===== config.mk =====
export PLATFORM = sky130hd
export DESIGN_NAME = madc_serial_ctrl
export DESIGN_NICKNAME = d
export VERILOG_FILES = /design/src/common/madc_pkg.sv /design/src/logic/madc_serial_ctrl.sv
export SDC_FILE = /design/constraint.sdc
export NUM_CORES = 1
export LEC_CHECK = 0
export BUFFER_PORTS_ARGS = -buffer_cell sky130_fd_sc_hd__clkbuf_2
export CELL_PAD_IN_SITES_DETAIL_PLACEMENT = 0
export CELL_PAD_IN_SITES_GLOBAL_PLACEMENT = 1
export CORE_MARGIN = 2
export CORE_UTILIZATION = 51
export CTS_BUF_LIST = sky130_fd_sc_hd__clkbuf_8 sky130_fd_sc_hd__clkbuf_16
export CTS_CLUSTER_DIAMETER = 50
export DETAILED_ROUTE_END_ITERATION = 7
export PLACE_DENSITY = 0.91
export SKIP_LAST_GASP = 1
export SLEW_MARGIN = 20
export SYNTH_ARGS = -nofsm -noshare
export SYNTH_HDL_FRONTEND = slang
export SYNTH_SLANG_ARGS = --single-unit

===== constraint.sdc =====
create_clock -name sys_clk -period 9.2 [get_ports sys_clk]
set_clock_uncertainty 0.2 [all_clocks]
set_input_delay 0.46 -clock sys_clk [delete_from_list [all_inputs] [get_ports sys_clk]]
set_output_delay 0.46 -clock sys_clk [all_outputs]
set_load 0.02 [all_outputs]

===== src/common/madc_pkg.sv =====
// package of constants for the multichannel adc serial control block
package madc_pkg;
    // ************************************************************
    // timing and sizes
    // ************************************************************
    localparam int SYS_CLK_HZ = 20000000;
    localparam int FRAME_BITS = 32;
    localparam int CFG_BITS = 8;
    localparam int RESULT_BITS = 29;
    // internal serial clock, about 0.9 MHz nominal
    localparam int ISCK_HZ = 900000;
    localparam int ISCK_HALF_CYC = SYS_CLK_HZ / (2 * ISCK_HZ);
    // conversion length in conversion clock ticks, 1x mode: 40*OVERSAMPLING_RATIO+178
    localparam int CONV_MUL = 40;
    localparam int CONV_ADD = 178;
    // f0 activity watchdog: edges seen within this many cycles -> external
    localparam int F0_IDLE_CYC = 255;
    // ************************************************************
    // configuration word layout
    // ************************************************************
    localparam int CFG_EN_POS = 7;
    localparam int CFG_SGL_POS = 6;
    localparam int CFG_GREF_POS = 5;
    localparam int CFG_CH_LSB = 2;
    localparam int CFG_OSR_LSB = 0;
    localparam logic [2:0] CH_RST = 3'h0;
    localparam logic [1:0] OSR_RST = 2'h0;
    localparam logic SGL_RST = 1'b0;
    localparam logic GREF_RST = 1'b0;
    localparam logic TWOX_RST = 1'b0;
    // over and under range codes, top four bits of a frame
    localparam logic [3:0] OVR_CODE = 4'h3;
    localparam logic [3:0] UNR_CODE = 4'h0;

    typedef enum logic [1:0] {
        ST_CONV = 2'b00,
        ST_SLEEP = 2'b01,
        ST_DOUT = 2'b10
    } madc_state_t;
endpackage


===== src/logic/madc_serial_ctrl.sv =====
// conversion cycle control and serial interface of the adc
//
// Notes on behaviour
// - busy high while converting, low when done, through sleep and output
// - busy rises again when the data output state ends
// - clock select low means host clock, high means device clock
// - device drives serial clock during data output in internal mode; input in external mode
// - internal mode uses busy low as the output framing signal
// - host shifts config word in during output; selects next conversion
// - after reset: channel pair 0/1, paired reference, ratio 256, 1x
// - enable bit low keeps previous speed and channel, ignores the rest
// - first conversion after a change is valid; no discarded conversions
// - one config bit selects the global reference instead of paired one
// - inputs single-ended or differential; common input is negative leg
// - frequency pin tied high or low selects internal oscillator
// - chip select low enables data output and wakes the converter
// - after conversion, sleep while chip select stays high
// - chip select rising during output aborts and starts a conversion
// - data output is high impedance while chip select is high
// - chip select low in convert or sleep: output shows busy status
// - input beyond half reference gives distinct over and under codes
// - frames are 32 bits; output ends after the 32nd bit
// - output data changes on falling serial clock edge
// - external clock on frequency pin drives the conversion clock
`timescale 1ns/100ps
module madc_serial_ctrl #(
    parameter int RESULT_W = madc_pkg::RESULT_BITS,
    parameter int INT_OSC_DIV = 10
) (
    // clock and reset
    input wire logic sys_clk,
    input wire logic nrst,
    // pins
    input wire logic chipSelN,
    input wire logic serDataIn,
    input wire logic clockSourceSelect,
    input wire logic conversionClockControl,
    input wire logic serClkIn,
    output logic serClkOut,
    output logic serClkOe,
    output logic serDataOut,
    output logic serDataOe,
    output logic busy,
    // converter core side
    input wire logic [RESULT_W-1:0] convResult,
    input wire logic overRange,
    input wire logic underRange,
    output logic convStart,
    output logic [2:0] analogInputChannels,
    output logic singleEnded,
    output logic globalRefSel,
    output logic [1:0] oversamplingRatio,
    output logic twoxMode,
    output logic extConvClk
);
    // ************************************************************
    // state
    // ************************************************************
    typedef struct packed {
        logic [1:0] csS;
        logic [1:0] sdiS;
        logic [1:0] extS;
        logic [1:0] f0S;
        logic [1:0] sckS;
        logic f0Prev;
        logic sckPrev;
        logic csPrev;
        logic [7:0] f0Idle;
        logic [7:0] oscDiv;
        logic convTick;
        logic [21:0] convCnt;
        madc_pkg::madc_state_t st;
        logic [31:0] shreg;
        logic [5:0] bitCnt;
        logic [7:0] cfg;
        logic [7:0] halfCnt;
        logic iSck;
        logic [2:0] ch;
        logic sgl;
        logic gref;
        logic [1:0] oversampling_ratio;
        logic twox;
        logic sck;
        logic sckOe;
        logic sdo;
        logic sdoOe;
        logic busy;
        logic start;
        logic extClk;
    } madc_regs_t;

    madc_regs_t r_q;
    madc_regs_t r_d;

    logic [21:0] convLen;
    logic [15:0] osrVal;
    logic sckRise;
    logic sckFall;
    logic csRise;
    logic extMode;
    logic csLow;

    always_comb begin
        osrVal = 16'h0100 << r_q.oversampling_ratio;
        convLen = 22'(madc_pkg::CONV_MUL * osrVal + madc_pkg::CONV_ADD);
    end

    always_comb begin
        r_d = r_q;
        // ********************************************************
        // synchronisers and edges
        // ********************************************************
        r_d.csS = {r_q.csS[0], chipSelN};
        r_d.sdiS = {r_q.sdiS[0], serDataIn};
        r_d.extS = {r_q.extS[0], clockSourceSelect};
        r_d.f0S = {r_q.f0S[0], conversionClockControl};
        r_d.sckS = {r_q.sckS[0], serClkIn};
        r_d.f0Prev = r_q.f0S[1];
        r_d.sckPrev = r_q.sckS[1];
        r_d.csPrev = r_q.csS[1];
        csLow = !r_q.csS[1];
        csRise = r_q.csS[1] && !r_q.csPrev;
        extMode = r_q.extS[1];
        r_d.start = 1'b0;
        // ********************************************************
        // conversion clock source
        // ********************************************************
        r_d.convTick = 1'b0;
        if (r_q.f0S[1] != r_q.f0Prev) begin
            r_d.f0Idle = 8'(madc_pkg::F0_IDLE_CYC);
            if (r_q.f0S[1]) begin
                r_d.convTick = 1'b1;
            end
        end else if (r_q.f0Idle != 8'h00) begin
            r_d.f0Idle = r_q.f0Idle - 8'h01;
        end
        if (r_q.f0Idle == 8'h00) begin
            // static level on the pin: internal oscillator
            r_d.oscDiv = r_q.oscDiv + 8'h01;
            if (r_q.oscDiv == 8'(INT_OSC_DIV - 1)) begin
                r_d.oscDiv = 8'h00;
                r_d.convTick = 1'b1;
            end
        end
        // ********************************************************
        // serial clock edges, from the host pin or the internal clock
        // ********************************************************
        sckRise = 1'b0;
        sckFall = 1'b0;
        if (!extMode) begin
            sckRise = r_q.sckS[1] && !r_q.sckPrev;
            sckFall = !r_q.sckS[1] && r_q.sckPrev;
        end else if (r_q.st == madc_pkg::ST_DOUT) begin
            if (r_q.halfCnt == 8'(madc_pkg::ISCK_HALF_CYC - 1)) begin
                r_d.halfCnt = 8'h00;
                r_d.iSck = !r_q.iSck;
                sckRise = !r_q.iSck;
                sckFall = r_q.iSck;
            end else begin
                r_d.halfCnt = r_q.halfCnt + 8'h01;
            end
        end
        // ********************************************************
        // cycle state machine
        // ********************************************************
        case (r_q.st)
            madc_pkg::ST_CONV: begin
                r_d.busy = 1'b1;
                if (r_q.convTick) begin
                    r_d.convCnt = r_q.convCnt + 22'h1;
                end
                if (r_q.convCnt >= convLen) begin
                    r_d.st = madc_pkg::ST_SLEEP;
                    r_d.busy = 1'b0;
                    if (overRange) begin
                        r_d.shreg = {madc_pkg::OVR_CODE, 28'h0};
                    end else if (underRange) begin
                        r_d.shreg = {madc_pkg::UNR_CODE, 28'h0};
                    end else begin
                        r_d.shreg = 32'(convResult);
                    end
                    r_d.shreg[31] = 1'b0;
                end
            end
            madc_pkg::ST_SLEEP: begin
                if (csLow) begin
                    r_d.st = madc_pkg::ST_DOUT;
                    r_d.bitCnt = 6'h00;
                    r_d.halfCnt = 8'h00;
                    r_d.iSck = 1'b0;
                end
            end
            default: begin
                if (sckRise) begin
                    r_d.cfg = {r_q.cfg[6:0], r_q.sdiS[1]};
                end
                if (sckFall) begin
                    r_d.shreg = {r_q.shreg[30:0], 1'b0};
                    r_d.bitCnt = r_q.bitCnt + 6'h01;
                end
                if (csRise || r_q.bitCnt == 6'(madc_pkg::FRAME_BITS)) begin
                    r_d.st = madc_pkg::ST_CONV;
                    r_d.busy = 1'b1;
                    r_d.convCnt = 22'h0;
                    r_d.start = 1'b1;
                    r_d.iSck = 1'b0;
                    if (r_q.cfg[madc_pkg::CFG_EN_POS]) begin
                        r_d.ch = r_q.cfg[madc_pkg::CFG_CH_LSB +: 3];
                        r_d.sgl = r_q.cfg[madc_pkg::CFG_SGL_POS];
                        r_d.gref = r_q.cfg[madc_pkg::CFG_GREF_POS];
                        r_d.oversampling_ratio = r_q.cfg[madc_pkg::CFG_OSR_LSB +: 2];
                    end
                    r_d.cfg = 8'h00;
                end
            end
        endcase
        // ********************************************************
        // pins
        // ********************************************************
        r_d.sck = r_d.iSck;
        r_d.sckOe = extMode && r_d.st == madc_pkg::ST_DOUT;
        r_d.sdoOe = !r_q.csS[1];
        r_d.extClk = r_d.f0Idle != 8'h00;
        if (r_d.st == madc_pkg::ST_DOUT) begin
            r_d.sdo = r_d.shreg[31];
        end else begin
            r_d.sdo = r_d.busy;
        end
    end

    always_ff @(posedge sys_clk or negedge nrst) begin
        if (!nrst) begin
            r_q <= '0;
            r_q.csS <= 2'h3;
            r_q.csPrev <= 1'b1;
            r_q.st <= madc_pkg::ST_CONV;
            r_q.busy <= 1'b1;
            r_q.ch <= madc_pkg::CH_RST;
            r_q.oversampling_ratio <= madc_pkg::OSR_RST;
            r_q.sgl <= madc_pkg::SGL_RST;
            r_q.gref <= madc_pkg::GREF_RST;
            r_q.twox <= madc_pkg::TWOX_RST;
        end else begin
            r_q <= r_d;
        end
    end

    // ************************************************************
    // outputs
    // ************************************************************
    always_comb begin
        serClkOut = r_q.sck;
        serClkOe = r_q.sckOe;
        serDataOut = r_q.sdo;
        serDataOe = r_q.sdoOe;
        busy = r_q.busy;
        convStart = r_q.start;
        analogInputChannels = r_q.ch;
        singleEnded = r_q.sgl;
        globalRefSel = r_q.gref;
        oversamplingRatio = r_q.oversampling_ratio;
        twoxMode = r_q.twox;
        extConvClk = r_q.extClk;
    end
endmodule


# ---- Word level (Yosys, flattened, before mapping)
# Cells that the tools add are included.
# Widths: inputs -> output; s select.
dict set report word_totals {
  out_inout_bits 15
  reg_bits 122
  inputBits 38
  elab_cells 115
}
dict set report classes {
  mux 40
  bitwise_logic 3
  n_reduce_logical 24
  magnitude_cmp 1
  eq_ne 10
  n_mul 1
  n_addsub 6
  shifts 1
}
# cell count
set ops {}
lappend ops {{$pmux 32 s2} 1}
lappend ops {{$mux 8} 7}
lappend ops {{$pmux 22 s2} 1}
lappend ops {{$mux 38} 1}
lappend ops {{$mux 9} 4}
lappend ops {{$mux 34} 1}
lappend ops {{$mux 31} 1}
lappend ops {{$mux 29} 1}
lappend ops {{$mux 24} 1}
lappend ops {{$add 22x1->22 const B} 1}
lappend ops {{$add 22x8->22 const B} 1}
lappend ops {{$ge 22x22->1} 1}
lappend ops {{$mux 22} 1}
lappend ops {{$mul 3x16->19 const A} 1}
lappend ops {{$add 8x1->8 const B} 2}
lappend ops {{$eq 8x4->1 const B} 2}
lappend ops {{$reduce_bool 8->1} 2}
lappend ops {{$shl 9x2->16 const A} 1}
lappend ops {{$mux 1} 13}
lappend ops {{$pmux 6 s2} 1}
lappend ops {{$reduce_and 3->1} 4}
lappend ops {{$logic_not 8->1} 1}
lappend ops {{$reduce_bool 2->1} 4}
lappend ops {{$sub 8x1->8 const B} 1}
lappend ops {{18 further kinds} 32}

# ---- Logic depth before layout (Yosys ltp)
dict set report depth {
  depth_word 8
  ltp_mapped 13
  depth_no_buf 11
}

# ---- Worst setup path after synthesis
# No wires, ideal clock.
dict set report synth_timing {
  kind {register to register}
  from {reg r_q, in the netlist oversamplingRatio[1]}
  to {reg r_q[42] in the netlist's numbering}
  arrival_ps 2647
  path_buffers 2
  setup_time_ps 79
  path_stages_with_launch 13
  required_time_ps 8921
  setup_slack_ps 6274
  synth_period_minus_slack_ps 2926
  path_cell_list {dfrtp_1 nand2b_1 inv_1 ha_1 ha_1 inv_1 ha_1 nand4_1 a2111oi_1 o21a_1 buf_2 buf_2 mux2i_1}
}
dict set report synth_via {
  elab_chain_len 6
}
# element line
set synth_lines {}
lappend synth_lines {{from (decl)} madc_serial_ctrl.sv:92} ;# madc_regs_t r_q;
lappend synth_lines {{from (signal assigned)} madc_serial_ctrl.sv:244} ;# r_q <= r_d;
lappend synth_lines {{$shl 9x2->16} madc_serial_ctrl.sv:104} ;# osrVal = 16'h0100 << r_q.oversampling_ratio;
lappend synth_lines {{$mul 3x16->19} madc_serial_ctrl.sv:105} ;# convLen = 22'(madc_pkg::CONV_MUL * osrVal + madc_pkg::CONV_ADD);
lappend synth_lines {{$add 22x8->22} madc_serial_ctrl.sv:105}
lappend synth_lines {{$ge 22x22->1} madc_serial_ctrl.sv:172} ;# if (r_q.convCnt >= convLen) begin
lappend synth_lines {{$ne 2x2->1 (no line)} -}
lappend synth_lines {{$reduce_and 3->1 (no line)} -}
# Every way passes these cells.
# A chain may end at the register's enable or synchronous reset.

# ---- Worst setup path after layout
dict set report layout_timing {
  from {reg r_q, in the netlist oversamplingRatio[1]}
  to {reg r_q[44] in the netlist's numbering}
}
# The elaborated chain is that of the path after synthesis.

==> results.cfg <==
[status]
status = finished, final reports clean

[sta]
fmax_mhz = 295
tns_ns = 0
rsz0062_at_grt = no
setup-violations-final = 0
hold_violations = 0
tightest_slew_ns = 1.02
min_period_ns = 3.39
slew_viol_final = 0
timing.final.crit_share = 0.369
max_slew_margin = 0.321

[placement]
gp_congestion = 0.813
place_area_um2 = 6340
hpwl_um = 8140
port_buffers = 51

[die]
initial_core_util = 0.525
dieArea_um2 = 12700
fp.dieH_um = 113
core_um2 = 11500
num_rows = 39
die_w_um = 113
top_level_ports = 53

[cts]
clkTransAtPathRegs_ns = 0.06
clockBufferDepth = 2
cts_sinks = 122
cts-buffers-inserted = 17
postCtsSetupRepairBufs = 0
cts.repair.resized = 0
cts_tree = yes
htreeDepth = 4
clock_tree.root_cell = clkbuf_16
clock_latency_ns = 0.42

[worst_setup_path]
max_stage_delay_ns = 0.66
path_depth = 11
r2r.worst_path.cells = 11
path_buf_inv = 3
critPathTopFamily = compound AO/OA/AOI/OAI gates
cp_data_required_time_ns = 9.33
crit_chain = nand2b_1, inv_1, ha_1, ha_1, inv_1, ha_1, nand4_1, a2111oi_1, o21a_1, buf_4, mux2i_1
reg2reg_from = oversamplingRatio[1]
cp-startpoint = oversamplingRatio[1]
worst_path_max_delay_cell = a2111oi_1
crit_path_max_fanout = 31
cp-start-kind = flop
reg2reg_setup_slack_ns = 5.81
endpoint = r_q[44]
crit_top_cell = ha_1
end_kind = flop
r2r-end = r_q[44]
crit_arrival_ns = 3.52
crit_type = reg -> reg

[synth]
yosysWarnings = 0
synth-seq-cells = 122
synth_enable_flop_cells = 0
yosysTopAreaCell = dfrtp_1
async_flop_share = 1.00
yosys_most_used_dff = dfrtp_1
synthCells = 576
seq_area_frac_synth = 0.508
synthesis.area_um2 = 6020
synth.net_count = 636
postSynthAreaPerCell_um2 = 10.5
ys_types = 54
synthTopCellsByArea = dfrtp_1 49%, mux2i_1 9.3%, ha_1 4.6%
synth_top_area_frac = 0.490

[power_and_ir_drop]
internal_power_mw = 1.02
peakVddDrop_uv = 195
netSwitchingPower_mw = 0.309
leakage_nw = 3.12
seqPwrFrac = 0.445
comb_power_share = 0.068
sw_frac_of_total = 0.233
p_clk_frac = 0.487
p_total_mw = 1.33
p_per_area_nw_per_um2 = 190

[routing]
drc = 0
dr.first_iter.drc_count = 229
wl_um = 12200
first_pass_iters = 4
viasPerCell = 5.58
postRouteAntennaNets = 0
wl_per_cell_um = 15.6
vias = 4369

[grt]
grt_start_max_net_pins = 67
grt_pass1_wl_um = 21000
grt_usage = 0.207
antenna_found_initial = 0
grt_pass1_vias = 4511
grt_overflow = 0

[cells_and_area]
drive_gt1_frac = 0.156
fin_nets = 687
syn2layout_area_growth_pct = 15.8
diodes = 0
design_area_um2 = 6970

[worst_hold_path]
hold_path.class = in -> reg
min_from = convResult[24]

[run]
cap_viol_max_count = 0
metrics by stage:
stage / hold slack (ns) / utilization / setup WS (ns) / cells
CTS: 0.0469 / 0.608 / 5.81 / 783
global route: 0.0619 / 0.608 / 5.51 / 783
finish: 0.0584 / 0.608 / 5.81 / 783
floorplan: -0.0356 / - / 6.27 / 576
detailed placement: 0.136 / 0.553 / 5.83 / 745
global placement: 0.136 / 0.553 / 6.01 / 745
cells in the final DEF (no fill, tap or decap), drive strengths merged, types with 3 or more instances in the layout:
cell	Yosys	layout
a211oi	7	7
inv	21	27
ha	22	22
nand2b	8	8
clkbuf	13	67
buf	16	5
dfrtp	118	118
nor2b	4	4
nor3	6	6
dfstp	4	4
xor2	11	11
mux2i	56	56
mux2	8	8
o21ai	31	31
nor2	37	37
o211ai	8	8
a22o	8	8
or4	7	7
nand4	9	9
a21oi	19	19
o31ai	6	6
or3	17	17
dlygate4sd3	0	6
clkinv	0	4
nand3	18	18
and4	3	3
and3	10	10
a21o	7	7
xnor2	10	10
nand2	69	69
bufinv	0	3
registers in the layout (all words and copies together) (netlist names):
name and count:
analogInputChannels 3, busy 1, convStart 1, extConvClk 1
extMode 1, globalRefSel 1, oversamplingRatio 2, r_d 8
r_q 99, serClkOe 1, serClkOut 1, serDataOe 1
serDataOut 1, singleEnded 1
logic make-up after synthesis:
family                   after synthesis  share of synthesized area
buffers and inverters                 50                     0.0384
multiplexers                          64                      0.108
XOR/XNOR                              21                     0.0305
AO/OA/AOI/OAI                         97                      0.105
other                                  2                    0.00125
AND/OR/NAND/NOR                      198                      0.163
adder cells (fa/ha/maj)               22                     0.0457
flip-flops                           122                      0.508
repair_timing:
action / CTS / global route
endpoints found under the setup margin: 0 / 0
hold buffers: 6 / 0
hold endpoints to repair: 58 / 0
routing by layer:
metal / vias up / GRT usage / wire [µm]
met1: 2150 / 0.257 / 5490
met2: 79 / 0.341 / 6200
met3: 8 / 0.0659 / 418
met5: - / 0 / 0
li1: 2132 / - / -
met4: 0 / 0.0789 / 100
power by group through the flow:
stage	combinational [mW]	clock, mW	sequential, mW
after global placement	0.0819	0	0.596
after global routing	0.104	0.684	0.595
after floorplan	0.0526	0	0.593
final	0.0899	0.646	0.590
after CTS	0.0912	0.656	0.590
after detailed placement	0.0883	0	0.598
worst min-delay path by stage:
stage | end | slack (ns) | cells after the start
after floorplan | analogInputChannels[0] | -0.04 | 0
after global placement | r_d[113] | 0.14 | 0
after detailed placement | r_d[113] | 0.14 | 0
after CTS | r_q[62] | 0.05 | 3
after global routing | r_q[53] | 0.06 | 3
final | r_q[62] | 0.06 | 3
worst reg2reg max path, delay by kind of cell (launching register included):
| family | cells | cell delay (ns) |
|---|---|---|
| AOI/OAI and AO/OA | 2 | 0.85 |
| adders and majority gates | 3 | 0.76 |
| buffers and inverters | 3 | 0.52 |
| DFF | 1 | 0.41 |
| muxes | 1 | 0.27 |
| and+or+nand+nor | 2 | 0.30 |
cell type report:
class | instances | area, µm²
Clock buffer | 17 | 425
Clock inverter | 15 | 148
Fill cell | 928 | 4490
Inverter | 21 | 78.8
Multi-Input combinational cell | 404 | 2740
Sequential cell | 122 | 3060
Tap cell | 143 | 179
Timing Repair Buffer | 61 | 348
synthesized netlist by cell type (all sizes together), types with 4 or more instances:
library cell	n
a211oi	7
ha	22
o211ai	8
or3	17
nand2b	8
a21o	7
nand2	69
xor2	11
nand4	9
and3	10
nor3	6
a21oi	19
dfrtp	118
clkbuf	13
xnor2	10
dfstp	4
nor2b	4
nand3	18
mux2i	56
a22o	8
buf	16
mux2	8
inv	21
or4	7
o31ai	6
nor2	37
o21ai	31
Note: power is estimated with default switching activity, not from simulation.
